[config.mk]
export PLATFORM = sky130hd
export DESIGN_NAME = rtc_time_alarm_registers
export DESIGN_NICKNAME = d
export VERILOG_FILES = /design/src/rtl/rtc_pkg.sv /design/src/rtl/rtc_prescaler.sv /design/src/rtl/rtc_time_alarm_registers.sv
export SDC_FILE = /design/constraint.sdc
export NUM_CORES = 1
export LEC_CHECK = 0
export BUFFER_PORTS_ARGS = -buffer_cell sky130_fd_sc_hd__buf_2
export CORE_MARGIN = 2
export CORE_UTILIZATION = 40
export CTS_BUF_LIST = sky130_fd_sc_hd__clkbuf_8
export DETAILED_ROUTE_END_ITERATION = 7
export SLEW_MARGIN = 30
export SYNTH_ARGS = -nofsm -noshare
export SYNTH_HDL_FRONTEND = slang
export SYNTH_HIERARCHICAL = 1
export SYNTH_SLANG_ARGS = --single-unit
[constraint.sdc]
create_clock -name ref_clk -period 4 [get_ports ref_clk]
set_input_delay 0.8 -clock ref_clk [delete_from_list [all_inputs] [get_ports ref_clk]]
set_output_delay 0.8 -clock ref_clk [all_outputs]
set_load 0.02 [all_outputs]
[src/rtl/rtc_pkg.sv]
/*
  Shared constants of the time and alarm register block: register
  offsets, field positions, values after reset and divider counts.
  Assumes an 8-bit register port driven by the serial host interface.
*/
package rtc_pkg;
  // register offsets
  localparam logic [7:0] CTRL_ONE_ADDR = 8'h00;
  localparam logic [7:0] SECONDS_ADDR = 8'h02;
  localparam logic [7:0] MINUTES_ADDR = 8'h03;
  localparam logic [7:0] HOURS_ADDR = 8'h04;
  localparam logic [7:0] DAY_ADDR = 8'h05;
  localparam logic [7:0] WEEKDAY_ADDR = 8'h06;
  localparam logic [7:0] MONTH_ADDR = 8'h07;
  localparam logic [7:0] YEAR_ADDR = 8'h08;
  localparam logic [7:0] MIN_ALARM_ADDR = 8'h09;
  localparam logic [7:0] HOUR_ALARM_ADDR = 8'h0A;
  localparam logic [7:0] DAY_ALARM_ADDR = 8'h0B;
  localparam logic [7:0] WDAY_ALARM_ADDR = 8'h0C;

  // field positions
  localparam int TEST_SELECT_BIT = 7;
  localparam int STOP_BIT = 5;
  localparam int POR_OVERRIDE_BIT = 3;
  localparam int DROOP_FLAG_BIT = 7;
  localparam int CENTURY_BIT = 7;
  localparam int ALARM_DISABLE_BIT = 7;

  // values after reset
  localparam logic [7:0] CTRL_ONE_RESET = 8'h08;
  localparam logic [7:0] SECONDS_RESET = 8'h80;
  localparam logic [7:0] ALARM_RESET = 8'h80;
  localparam logic [7:0] COUNTER_RESET = 8'h00;

  // counter limits in bcd
  localparam logic [7:0] SEC_LAST = 8'h59;
  localparam logic [7:0] HOUR_LAST = 8'h23;
  localparam logic [7:0] MONTH_LAST = 8'h12;
  localparam logic [7:0] YEAR_LAST = 8'h99;
  localparam logic [7:0] WDAY_LAST = 8'h06;
  localparam logic [7:0] FIRST_ONE = 8'h01;

  // source ticks per second of the divider chain
  localparam int SOURCE_TICKS_PER_SECOND = 32768;
endpackage

[src/rtl/rtc_prescaler.sv]
/*
  Divider chain from the source tick to the one-second tick.
  Assumes src_tick is a one-cycle enable pulse synchronous to ref_clk.
*/
`timescale 1ns/1ns
`default_nettype none
module rtc_prescaler #(
  parameter int DIVIDE = rtc_pkg::SOURCE_TICKS_PER_SECOND
) (
  // clock, reset, enable
  input wire logic ref_clk,
  input wire logic reset_n,
  input wire logic clk_en,
  // control
  input wire logic halt,
  input wire logic src_tick,
  // result
  output logic sec_tick
);
  localparam int CW = $clog2(DIVIDE);
  localparam logic [CW-1:0] LAST = CW'(DIVIDE - 1);

  logic [CW-1:0] count_q;

  // divider count, held at zero while halted
  always_ff @(posedge ref_clk) begin
    if (!reset_n) begin
      count_q <= '0;
    end else if (clk_en) begin
      if (halt) begin
        count_q <= '0;
      end else if (src_tick) begin
        count_q <= (count_q == LAST) ? '0 : count_q + 1'b1;
      end
    end
  end

  assign sec_tick = src_tick && !halt && (count_q == LAST);
endmodule
`default_nettype wire

[src/rtl/rtc_time_alarm_registers.sv]
/*
  Time, calendar and alarm registers with the first control register.
  Assumes a serial host interface that presents single register
  accesses on the 8-bit port and holds host_read_active over a read.
*/
// Behaviour
// - seconds register 02H: bcd 00-59 in bits 6-0, droop flag bit 7.
// - minutes register 03H: bcd 00-59 in bits 6-0, bit 7 reads zero.
// - hours register 04H: bcd 00-23, 24-hour, bits 7-6 read zero.
// - day register 05H: bcd 01-31 in bits 5-0.
// - weekday register 06H: binary 0-6 in bits 2-0.
// - month register 07H: bcd 01-12 bits 4-0, century flag bit 7.
// - year register 08H: bcd 00-99 in all eight bits.
// - minute alarm 09H: bcd 00-59, disable bit 7.
// - hour alarm 0AH: bcd 00-23, disable bit 7.
// - day alarm 0BH: bcd 01-31, disable bit 7.
// - weekday alarm 0CH: binary 0-6, disable bit 7.
// - control bit 7 selects external clock test mode when one.
// - control bit 5 clears the divider chain and stops timekeeping.
// - square wave output keeps running while timekeeping is stopped.
// - control bit 3 enables power-on reset override; keep zero normally.
// - control bits 6, 4, 2-0 reset to zero and are written zero.
// - clearing an alarm disable bit makes that field take part.
// - counters freeze while a register read is in progress.
// - reset clears all but droop flag, override and disables, set one.
`timescale 1ns/1ns
`default_nettype none
module rtc_time_alarm_registers #(
  parameter int DIVIDE = rtc_pkg::SOURCE_TICKS_PER_SECOND
) (
  // clock, reset, enable
  input wire logic ref_clk,
  input wire logic reset_n,
  input wire logic clk_en,
  // timing sources
  input wire logic src_tick,
  input wire logic osc_level,
  input wire logic test_clk_tick,
  input wire logic supply_low,
  // register port from the serial host interface
  input wire logic [7:0] reg_addr,
  input wire logic [7:0] reg_wdata,
  input wire logic reg_wr,
  input wire logic reg_rd,
  input wire logic host_read_active,
  output logic [7:0] reg_rdata,
  // status outputs
  output logic square_wave_output,
  output logic external_clock_test_mode,
  output logic por_override_enable,
  output logic alarm_match,
  output logic alarm_event
);
  logic test_sel_q, stop_q, por_q;
  logic droop_q, century_q;
  logic [6:0] sec_q, min_q;
  logic [5:0] hour_q, day_q;
  logic [2:0] wday_q;
  logic [4:0] month_q;
  logic [7:0] year_q;
  logic [7:0] al_min_q, al_hour_q, al_day_q, al_wday_q;
  logic [7:0] rdata_q;
  logic square_q, pend_q, match_q, event_q;
  logic div_tick, sec_tick, advance;

  // one bcd step: carry flag and next value
  function automatic logic [8:0] bcd_step(input logic [7:0] v,
                                          input logic [7:0] last,
                                          input logic [7:0] first);
    logic [8:0] r;
    r = 9'h000;
    if (v == last) begin
      r = {1'b1, first};
    end else if (v[3:0] == 4'h9) begin
      r = {1'b0, 4'(v[7:4] + 4'h1), 4'h0};
    end else begin
      r = {1'b0, v[7:4], 4'(v[3:0] + 4'h1)};
    end
    return r;
  endfunction

  // last day of a bcd month, leap years every fourth year
  function automatic logic [7:0] month_end(input logic [4:0] m,
                                           input logic [7:0] y);
    logic leap;
    logic [7:0] r;
    leap = y[4] ? (y[3:0] == 4'h2 || y[3:0] == 4'h6)
                : (y[3:0] == 4'h0 || y[3:0] == 4'h4 || y[3:0] == 4'h8);
    case (m)
      5'h02: r = leap ? 8'h29 : 8'h28;
      5'h04, 5'h06, 5'h09, 5'h11: r = 8'h30;
      default: r = 8'h31;
    endcase
    return r;
  endfunction

  rtc_prescaler #(
    .DIVIDE(DIVIDE)
  ) u_prescaler (
    .ref_clk(ref_clk),
    .reset_n(reset_n),
    .clk_en(clk_en),
    .halt(stop_q),
    .src_tick(src_tick),
    .sec_tick(div_tick)
  );

  // test mode takes the external tick straight into the seconds stage
  assign sec_tick = stop_q ? 1'b0
                  : (test_sel_q ? test_clk_tick : div_tick);

  // a pending second is applied once no read or write holds the counters
  assign advance = pend_q && !host_read_active && !reg_wr;

  always_ff @(posedge ref_clk) begin
    if (!reset_n) begin
      pend_q <= 1'b0;
    end else if (clk_en) begin
      if (stop_q) begin
        pend_q <= 1'b0;
      end else if (sec_tick) begin
        pend_q <= 1'b1;
      end else if (advance) begin
        pend_q <= 1'b0;
      end
    end
  end

  // carry chain of the next counter values
  logic [8:0] sec_s, min_s, hour_s, day_s, wday_s, mon_s, year_s;
  always_comb begin
    sec_s = bcd_step({1'b0, sec_q}, rtc_pkg::SEC_LAST, 8'h00);
    min_s = bcd_step({1'b0, min_q}, rtc_pkg::SEC_LAST, 8'h00);
    hour_s = bcd_step({2'b00, hour_q}, rtc_pkg::HOUR_LAST, 8'h00);
    day_s = bcd_step({2'b00, day_q}, month_end(month_q, year_q),
                     rtc_pkg::FIRST_ONE);
    wday_s = bcd_step({5'b00000, wday_q}, rtc_pkg::WDAY_LAST, 8'h00);
    mon_s = bcd_step({3'b000, month_q}, rtc_pkg::MONTH_LAST,
                     rtc_pkg::FIRST_ONE);
    year_s = bcd_step(year_q, rtc_pkg::YEAR_LAST, 8'h00);
  end

  logic c_min, c_hour, c_day, c_mon, c_year;
  assign c_min = advance && sec_s[8];
  assign c_hour = c_min && min_s[8];
  assign c_day = c_hour && hour_s[8];
  assign c_mon = c_day && day_s[8];
  assign c_year = c_mon && mon_s[8];

  function automatic logic wr_hit(input logic [7:0] a, input logic w,
                                  input logic [7:0] target);
    return w && (a == target);
  endfunction

  // control register one
  always_ff @(posedge ref_clk) begin
    if (!reset_n) begin
      test_sel_q <= rtc_pkg::CTRL_ONE_RESET[rtc_pkg::TEST_SELECT_BIT];
      stop_q <= rtc_pkg::CTRL_ONE_RESET[rtc_pkg::STOP_BIT];
      por_q <= rtc_pkg::CTRL_ONE_RESET[rtc_pkg::POR_OVERRIDE_BIT];
    end else if (clk_en &&
                 wr_hit(reg_addr, reg_wr, rtc_pkg::CTRL_ONE_ADDR)) begin
      test_sel_q <= reg_wdata[rtc_pkg::TEST_SELECT_BIT];
      stop_q <= reg_wdata[rtc_pkg::STOP_BIT];
      por_q <= reg_wdata[rtc_pkg::POR_OVERRIDE_BIT];
    end
  end

  // supply droop flag: the hardware set wins over a software clear
  always_ff @(posedge ref_clk) begin
    if (!reset_n) begin
      droop_q <= rtc_pkg::SECONDS_RESET[rtc_pkg::DROOP_FLAG_BIT];
    end else if (clk_en) begin
      if (supply_low) begin
        droop_q <= 1'b1;
      end else if (wr_hit(reg_addr, reg_wr, rtc_pkg::SECONDS_ADDR)) begin
        droop_q <= reg_wdata[rtc_pkg::DROOP_FLAG_BIT];
      end
    end
  end

  // time counters: seconds, minutes, hours
  always_ff @(posedge ref_clk) begin
    if (!reset_n) begin
      sec_q <= rtc_pkg::COUNTER_RESET[6:0];
      min_q <= rtc_pkg::COUNTER_RESET[6:0];
      hour_q <= rtc_pkg::COUNTER_RESET[5:0];
    end else if (clk_en) begin
      if (wr_hit(reg_addr, reg_wr, rtc_pkg::SECONDS_ADDR)) begin
        sec_q <= reg_wdata[6:0];
      end else if (advance) begin
        sec_q <= sec_s[6:0];
      end
      if (wr_hit(reg_addr, reg_wr, rtc_pkg::MINUTES_ADDR)) begin
        min_q <= reg_wdata[6:0];
      end else if (c_min) begin
        min_q <= min_s[6:0];
      end
      if (wr_hit(reg_addr, reg_wr, rtc_pkg::HOURS_ADDR)) begin
        hour_q <= reg_wdata[5:0];
      end else if (c_hour) begin
        hour_q <= hour_s[5:0];
      end
    end
  end

  // calendar counters: day, weekday, month, century, year
  always_ff @(posedge ref_clk) begin
    if (!reset_n) begin
      day_q <= rtc_pkg::COUNTER_RESET[5:0];
      wday_q <= rtc_pkg::COUNTER_RESET[2:0];
      month_q <= rtc_pkg::COUNTER_RESET[4:0];
      century_q <= rtc_pkg::COUNTER_RESET[rtc_pkg::CENTURY_BIT];
      year_q <= rtc_pkg::COUNTER_RESET;
    end else if (clk_en) begin
      if (wr_hit(reg_addr, reg_wr, rtc_pkg::DAY_ADDR)) begin
        day_q <= reg_wdata[5:0];
      end else if (c_day) begin
        day_q <= day_s[5:0];
      end
      if (wr_hit(reg_addr, reg_wr, rtc_pkg::WEEKDAY_ADDR)) begin
        wday_q <= reg_wdata[2:0];
      end else if (c_day) begin
        wday_q <= wday_s[2:0];
      end
      if (wr_hit(reg_addr, reg_wr, rtc_pkg::MONTH_ADDR)) begin
        month_q <= reg_wdata[4:0];
        century_q <= reg_wdata[rtc_pkg::CENTURY_BIT];
      end else if (c_mon) begin
        month_q <= mon_s[4:0];
        century_q <= century_q ^ c_year;
      end
      if (wr_hit(reg_addr, reg_wr, rtc_pkg::YEAR_ADDR)) begin
        year_q <= reg_wdata;
      end else if (c_year) begin
        year_q <= year_s[7:0];
      end
    end
  end

  // alarm compare registers, disable bits set after reset
  always_ff @(posedge ref_clk) begin
    if (!reset_n) begin
      al_min_q <= rtc_pkg::ALARM_RESET;
      al_hour_q <= rtc_pkg::ALARM_RESET;
      al_day_q <= rtc_pkg::ALARM_RESET;
      al_wday_q <= rtc_pkg::ALARM_RESET;
    end else if (clk_en && reg_wr) begin
      case (reg_addr)
        rtc_pkg::MIN_ALARM_ADDR: al_min_q <= reg_wdata;
        rtc_pkg::HOUR_ALARM_ADDR: al_hour_q <= {reg_wdata[7], 1'b0,
                                                reg_wdata[5:0]};
        rtc_pkg::DAY_ALARM_ADDR: al_day_q <= {reg_wdata[7], 1'b0,
                                              reg_wdata[5:0]};
        rtc_pkg::WDAY_ALARM_ADDR: al_wday_q <= {reg_wdata[7], 4'h0,
                                                reg_wdata[2:0]};
        default: ;
      endcase
    end
  end

  // alarm compare: only fields with a clear disable bit take part
  logic f_min, f_hour, f_day, f_wday, any_on, match_now;
  assign f_min = al_min_q[rtc_pkg::ALARM_DISABLE_BIT] ||
                 (al_min_q[6:0] == min_q);
  assign f_hour = al_hour_q[rtc_pkg::ALARM_DISABLE_BIT] ||
                  (al_hour_q[5:0] == hour_q);
  assign f_day = al_day_q[rtc_pkg::ALARM_DISABLE_BIT] ||
                 (al_day_q[5:0] == day_q);
  assign f_wday = al_wday_q[rtc_pkg::ALARM_DISABLE_BIT] ||
                  (al_wday_q[2:0] == wday_q);
  assign any_on = !(al_min_q[7] && al_hour_q[7] && al_day_q[7] &&
                    al_wday_q[7]);
  assign match_now = any_on && f_min && f_hour && f_day && f_wday;

  always_ff @(posedge ref_clk) begin
    if (!reset_n) begin
      match_q <= 1'b0;
      event_q <= 1'b0;
    end else if (clk_en) begin
      match_q <= match_now;
      event_q <= match_now && !match_q;
    end
  end

  // read data register; unimplemented bits read as zero
  always_ff @(posedge ref_clk) begin
    if (!reset_n) begin
      rdata_q <= 8'h00;
    end else if (clk_en && reg_rd) begin
      case (reg_addr)
        rtc_pkg::CTRL_ONE_ADDR: rdata_q <= {test_sel_q, 1'b0, stop_q,
                                            1'b0, por_q, 3'b000};
        rtc_pkg::SECONDS_ADDR: rdata_q <= {droop_q, sec_q};
        rtc_pkg::MINUTES_ADDR: rdata_q <= {1'b0, min_q};
        rtc_pkg::HOURS_ADDR: rdata_q <= {2'b00, hour_q};
        rtc_pkg::DAY_ADDR: rdata_q <= {2'b00, day_q};
        rtc_pkg::WEEKDAY_ADDR: rdata_q <= {5'h00, wday_q};
        rtc_pkg::MONTH_ADDR: rdata_q <= {century_q, 2'b00, month_q};
        rtc_pkg::YEAR_ADDR: rdata_q <= year_q;
        rtc_pkg::MIN_ALARM_ADDR: rdata_q <= al_min_q;
        rtc_pkg::HOUR_ALARM_ADDR: rdata_q <= al_hour_q;
        rtc_pkg::DAY_ALARM_ADDR: rdata_q <= al_day_q;
        rtc_pkg::WDAY_ALARM_ADDR: rdata_q <= al_wday_q;
        default: rdata_q <= 8'h00;
      endcase
    end
  end

  // square wave follows the oscillator regardless of the stop bit
  always_ff @(posedge ref_clk) begin
    if (!reset_n) begin
      square_q <= 1'b0;
    end else if (clk_en) begin
      square_q <= osc_level;
    end
  end

  assign reg_rdata = rdata_q;
  assign square_wave_output = square_q;
  assign external_clock_test_mode = test_sel_q;
  assign por_override_enable = por_q;
  assign alarm_match = match_q;
  assign alarm_event = event_q;
endmodule
`default_nettype wire

==> results.py <==
metrics = {
    "run_status": {
        "status": "finished clean",
    },
    "die": {
        "die-area_mm2": 0.0178,
        "num_rows": 47,
        "pin_count": 39,
        "core_mm2": 0.0165,
        "initial_utilization_pct": 40.6,
        "die_h_um": 133,
        "die_w_um": 133,
    },
    "final_layout": {
        "nFillCells": 1735,
        "multi_input_area_mm2": 0.00433,
        "final_nets": 889,
        "drive_above_1_share_pct": 11.2,
        "seqCellArea_mm2": 0.00200,
        "syn_to_final_growth_pct": 7.17,
        "layoutNonFillerInstCount": 1075,
        "final_area_mm2": 0.00716,
    },
    "yosys": {
        "syn_inst": 852,
        "ys.flop_type": "dfxtp_1",
        "yosysWarnings": 6,
        "synthDistinctLibCells": 81,
        "synth_edf_count": 0,
        "synthesis.nets": 892,
        "syn_area_mm2": 0.00669,
        "synth-seq-cells": 100,
        "yosysSeqAreaShare_pct": 29.9,
        "ys_async_sr_fraction_pct": 0,
        "avgSynthCellArea_um2": 7.85,
    },
    "global_route": {
        "grt_start_max_net_pins": 47,
        "grt_use_total_pct": 24.3,
        "antenna_found_initial": 0,
        "grt_pass1_vias": 5861,
        "grt_pass1_wl_um": 33900,
        "grt.overflow.total": 0,
    },
    "placed_design": {
        "placed_area_mm2": 0.00698,
        "io_buffers": 38,
        "hpwl_um": 15100,
        "dp.cells": 1058,
        "place_congestion": 0.939,
    },
    "cts": {
        "cts.clk_slew.worst_paths_ns": 0.10,
        "cts_made_buffers": 9,
        "ctsResizeCount": 0,
        "cts_tree": "done",
        "root_buffer": "clkbuf_8",
        "cts_hold_buf": 0,
        "post_cts_buffers": 0,
        "clock_path_buffers": 2,
        "clkSinkCount": 100,
        "clock_latency_ns": 0.39,
        "htreeDepth": 3,
    },
    "sta": {
        "maxSlewHeadroom_pct": 38.2,
        "fin_crit_sh_pct": 70.3,
        "setup_viol": 0,
        "min_period_ns": 2.81,
        "clock_skew_ns": 0.0130,
        "max_freq_mhz": 356,
        "fin_setup_tns_ns": 0,
        "maxSlewViolCount": 0,
        "finalHoldViolCount": 0,
        "rsz0062_at_grt": "false",
        "worst_pin_slew_ns": 0.926,
    },
    "routing": {
        "firstDrtPassIters": 5,
        "drt-total-wl_um": 21100,
        "drc_errors": 0,
        "final_antenna_net_count": 0,
        "drtIter0Drc": 740,
        "vias_per_cell": 5.93,
        "drt-wirelength-per-cell_um": 19.6,
        "dr_total_vias": 6376,
    },
    "hold_path": {
        "hold_path_end": "reg_rdata[0]",
        "whs_path_depth": 2,
        "hold_start": "reg_rdata[0]",
        "hold_path_class": "flop to flop",
    },
    "worst_setup_path": {
        "cp_max_fo": 11,
        "critPathKind": "flop to flop",
        "rrSetupSlack_ns": 1.19,
        "r2r-end": "day_q[1]",
        "crit_path_end_kind": "flop",
        "critPathRequiredTime_ns": 4.31,
        "r2r-start": "month_q[1]",
        "r2r_cells": 7,
        "crit_path_start_kind": "flop",
        "cp_data_arrival_time_ns": 3.12,
    },
    "power_and_ir_drop": {
        "p_leak_nw": 2.49,
        "irDropWorstVdd_uv": 171,
        "p_per_area_mw_per_mm2": 249,
    },
    "run": {
        "cap_violations": 0,
    },
}
## cell usage in the layout, fill, tap and decap left out, types with 10 or more instances in the layout
master	synthesis	layout
nand2_1	135	135
dfxtp_1	100	100
a21oi_1	51	51
nor2_1	45	45
nand3_1	40	40
buf_2	4	38
nor3_1	31	31
o21ai_0	30	30
mux2i_1	28	28
inv_1	22	26
xor2_1	17	17
xnor2_1	17	17
nor2b_1	16	16
and2_1	15	15
nand4_1	15	15
ha_1	14	14
nor3b_1	13	13
buf_4	2	13
a211oi_1	12	12
nand3b_1	10	10
## area by class of cell
type / instances / area share [%]
Multi-Input combinational cell: 664 / 60.4
Sequential cell: 100 / 27.9
Timing Repair Buffer: 51 / 4.02
Tap cell: 220 / 3.84
Clock buffer: 9 / 1.73
Inverter: 23 / 1.21
Clock inverter: 7 / 0.856
Antenna cell: 1 / 0.0349
## sequential cells by signal, indices dropped and copies added (netlist names), 4 cells and up
name,flops
month_q,5
year_q,8
reg_rdata,8
al_day_q,7
u_prescaler/count_q,15
al_wday_q,4
min_q,7
sec_q,7
al_hour_q,7
al_min_q,8
day_q,6
hour_q,6
## logic make-up after synthesis
logic type,Yosys count,share of synthesized area [%]
and+or+nand+nor,374,28.7
AOI/OAI and AO/OA,201,21.2
DFF,100,29.9
buffers and inverters,88,5.35
muxes,41,7.73
xor gates and xnor gates,34,4.45
adders and majority gates,14,2.62
## worst max-delay path, cell delays in order (launching register included)
cell and delay, ns:
dfxtp_1 0.60, nand2b_1 0.17, nor4_2 0.34, mux2i_1 0.58, a21oi_1 0.19, buf_4 0.22, or4_1 0.47, a31oi_1 0.16
## report_power, final
group	total (mW)	internal [mW]	switching [mW]
clock network	0.655	0.283	0.372
logic	0.131	0.0345	0.0961
registers	1.00	0.997	0.00347
## stage by stage
stage | total power, mW | util (%) | worst slack (ns) | hold WS (ns)
4_1_cts | 1.80 | 43.5 | 1.20 | 0.471
5_1_grt | 1.84 | 43.5 | 0.995 | 0.485
3_3_place_gp | 1.15 | 42.4 | 0.918 | 0.444
3_5_place_dp | 1.15 | 42.4 | 0.895 | 0.455
2_1_floorplan | 1.10 | - | 1.22 | 0.453
6_report | 1.79 | 43.5 | 1.19 | 0.468
## cell usage after synthesis, drive strengths merged, types with 10 or more instances
cell type	instances	area [um2]
and2	15	93.8
nor3	31	155
nand3b	10	75.1
nor2b	16	100
ha	14	175
buf	12	72.6
o21ai	39	203
inv	23	86.3
xor2	17	149
and3	10	63.8
nand2	136	513
dfxtp	100	2000
a21oi	53	280
nor3b	13	97.6
mux2i	28	280
nand3	40	200
nor2	45	169
nand4	16	115
a211oi	13	110
clkbuf	53	199
xnor2	17	149
## worst max-delay path by stage
stage                          start    endpoint  slack (ns)  cells after the start
after floorplan               reg_wr  month_q[0]        1.22                      6
after global placement        reg_wr   year_q[1]        0.92                      7
after detailed placement      reg_wr  month_q[0]        0.90                      6
after CTS                 month_q[1]    day_q[1]        1.20                      7
after global routing      month_q[1]    day_q[3]        0.99                      7
final                     month_q[1]    day_q[1]        1.19                      7
## layer usage
| layer | track usage (%) | routed length, um | up-vias |
|---|---|---|---|
| met5 | 0 | 0 | - |
| met4 | 8.69 | 522 | 0 |
| met3 | 3.84 | 1340 | 43 |
| met2 | 37.2 | 9490 | 205 |
| met1 | 34.8 | 9740 | 3032 |
| li1 | - | - | 3096 |
Note: power is estimated with default switching activity, not from simulation.
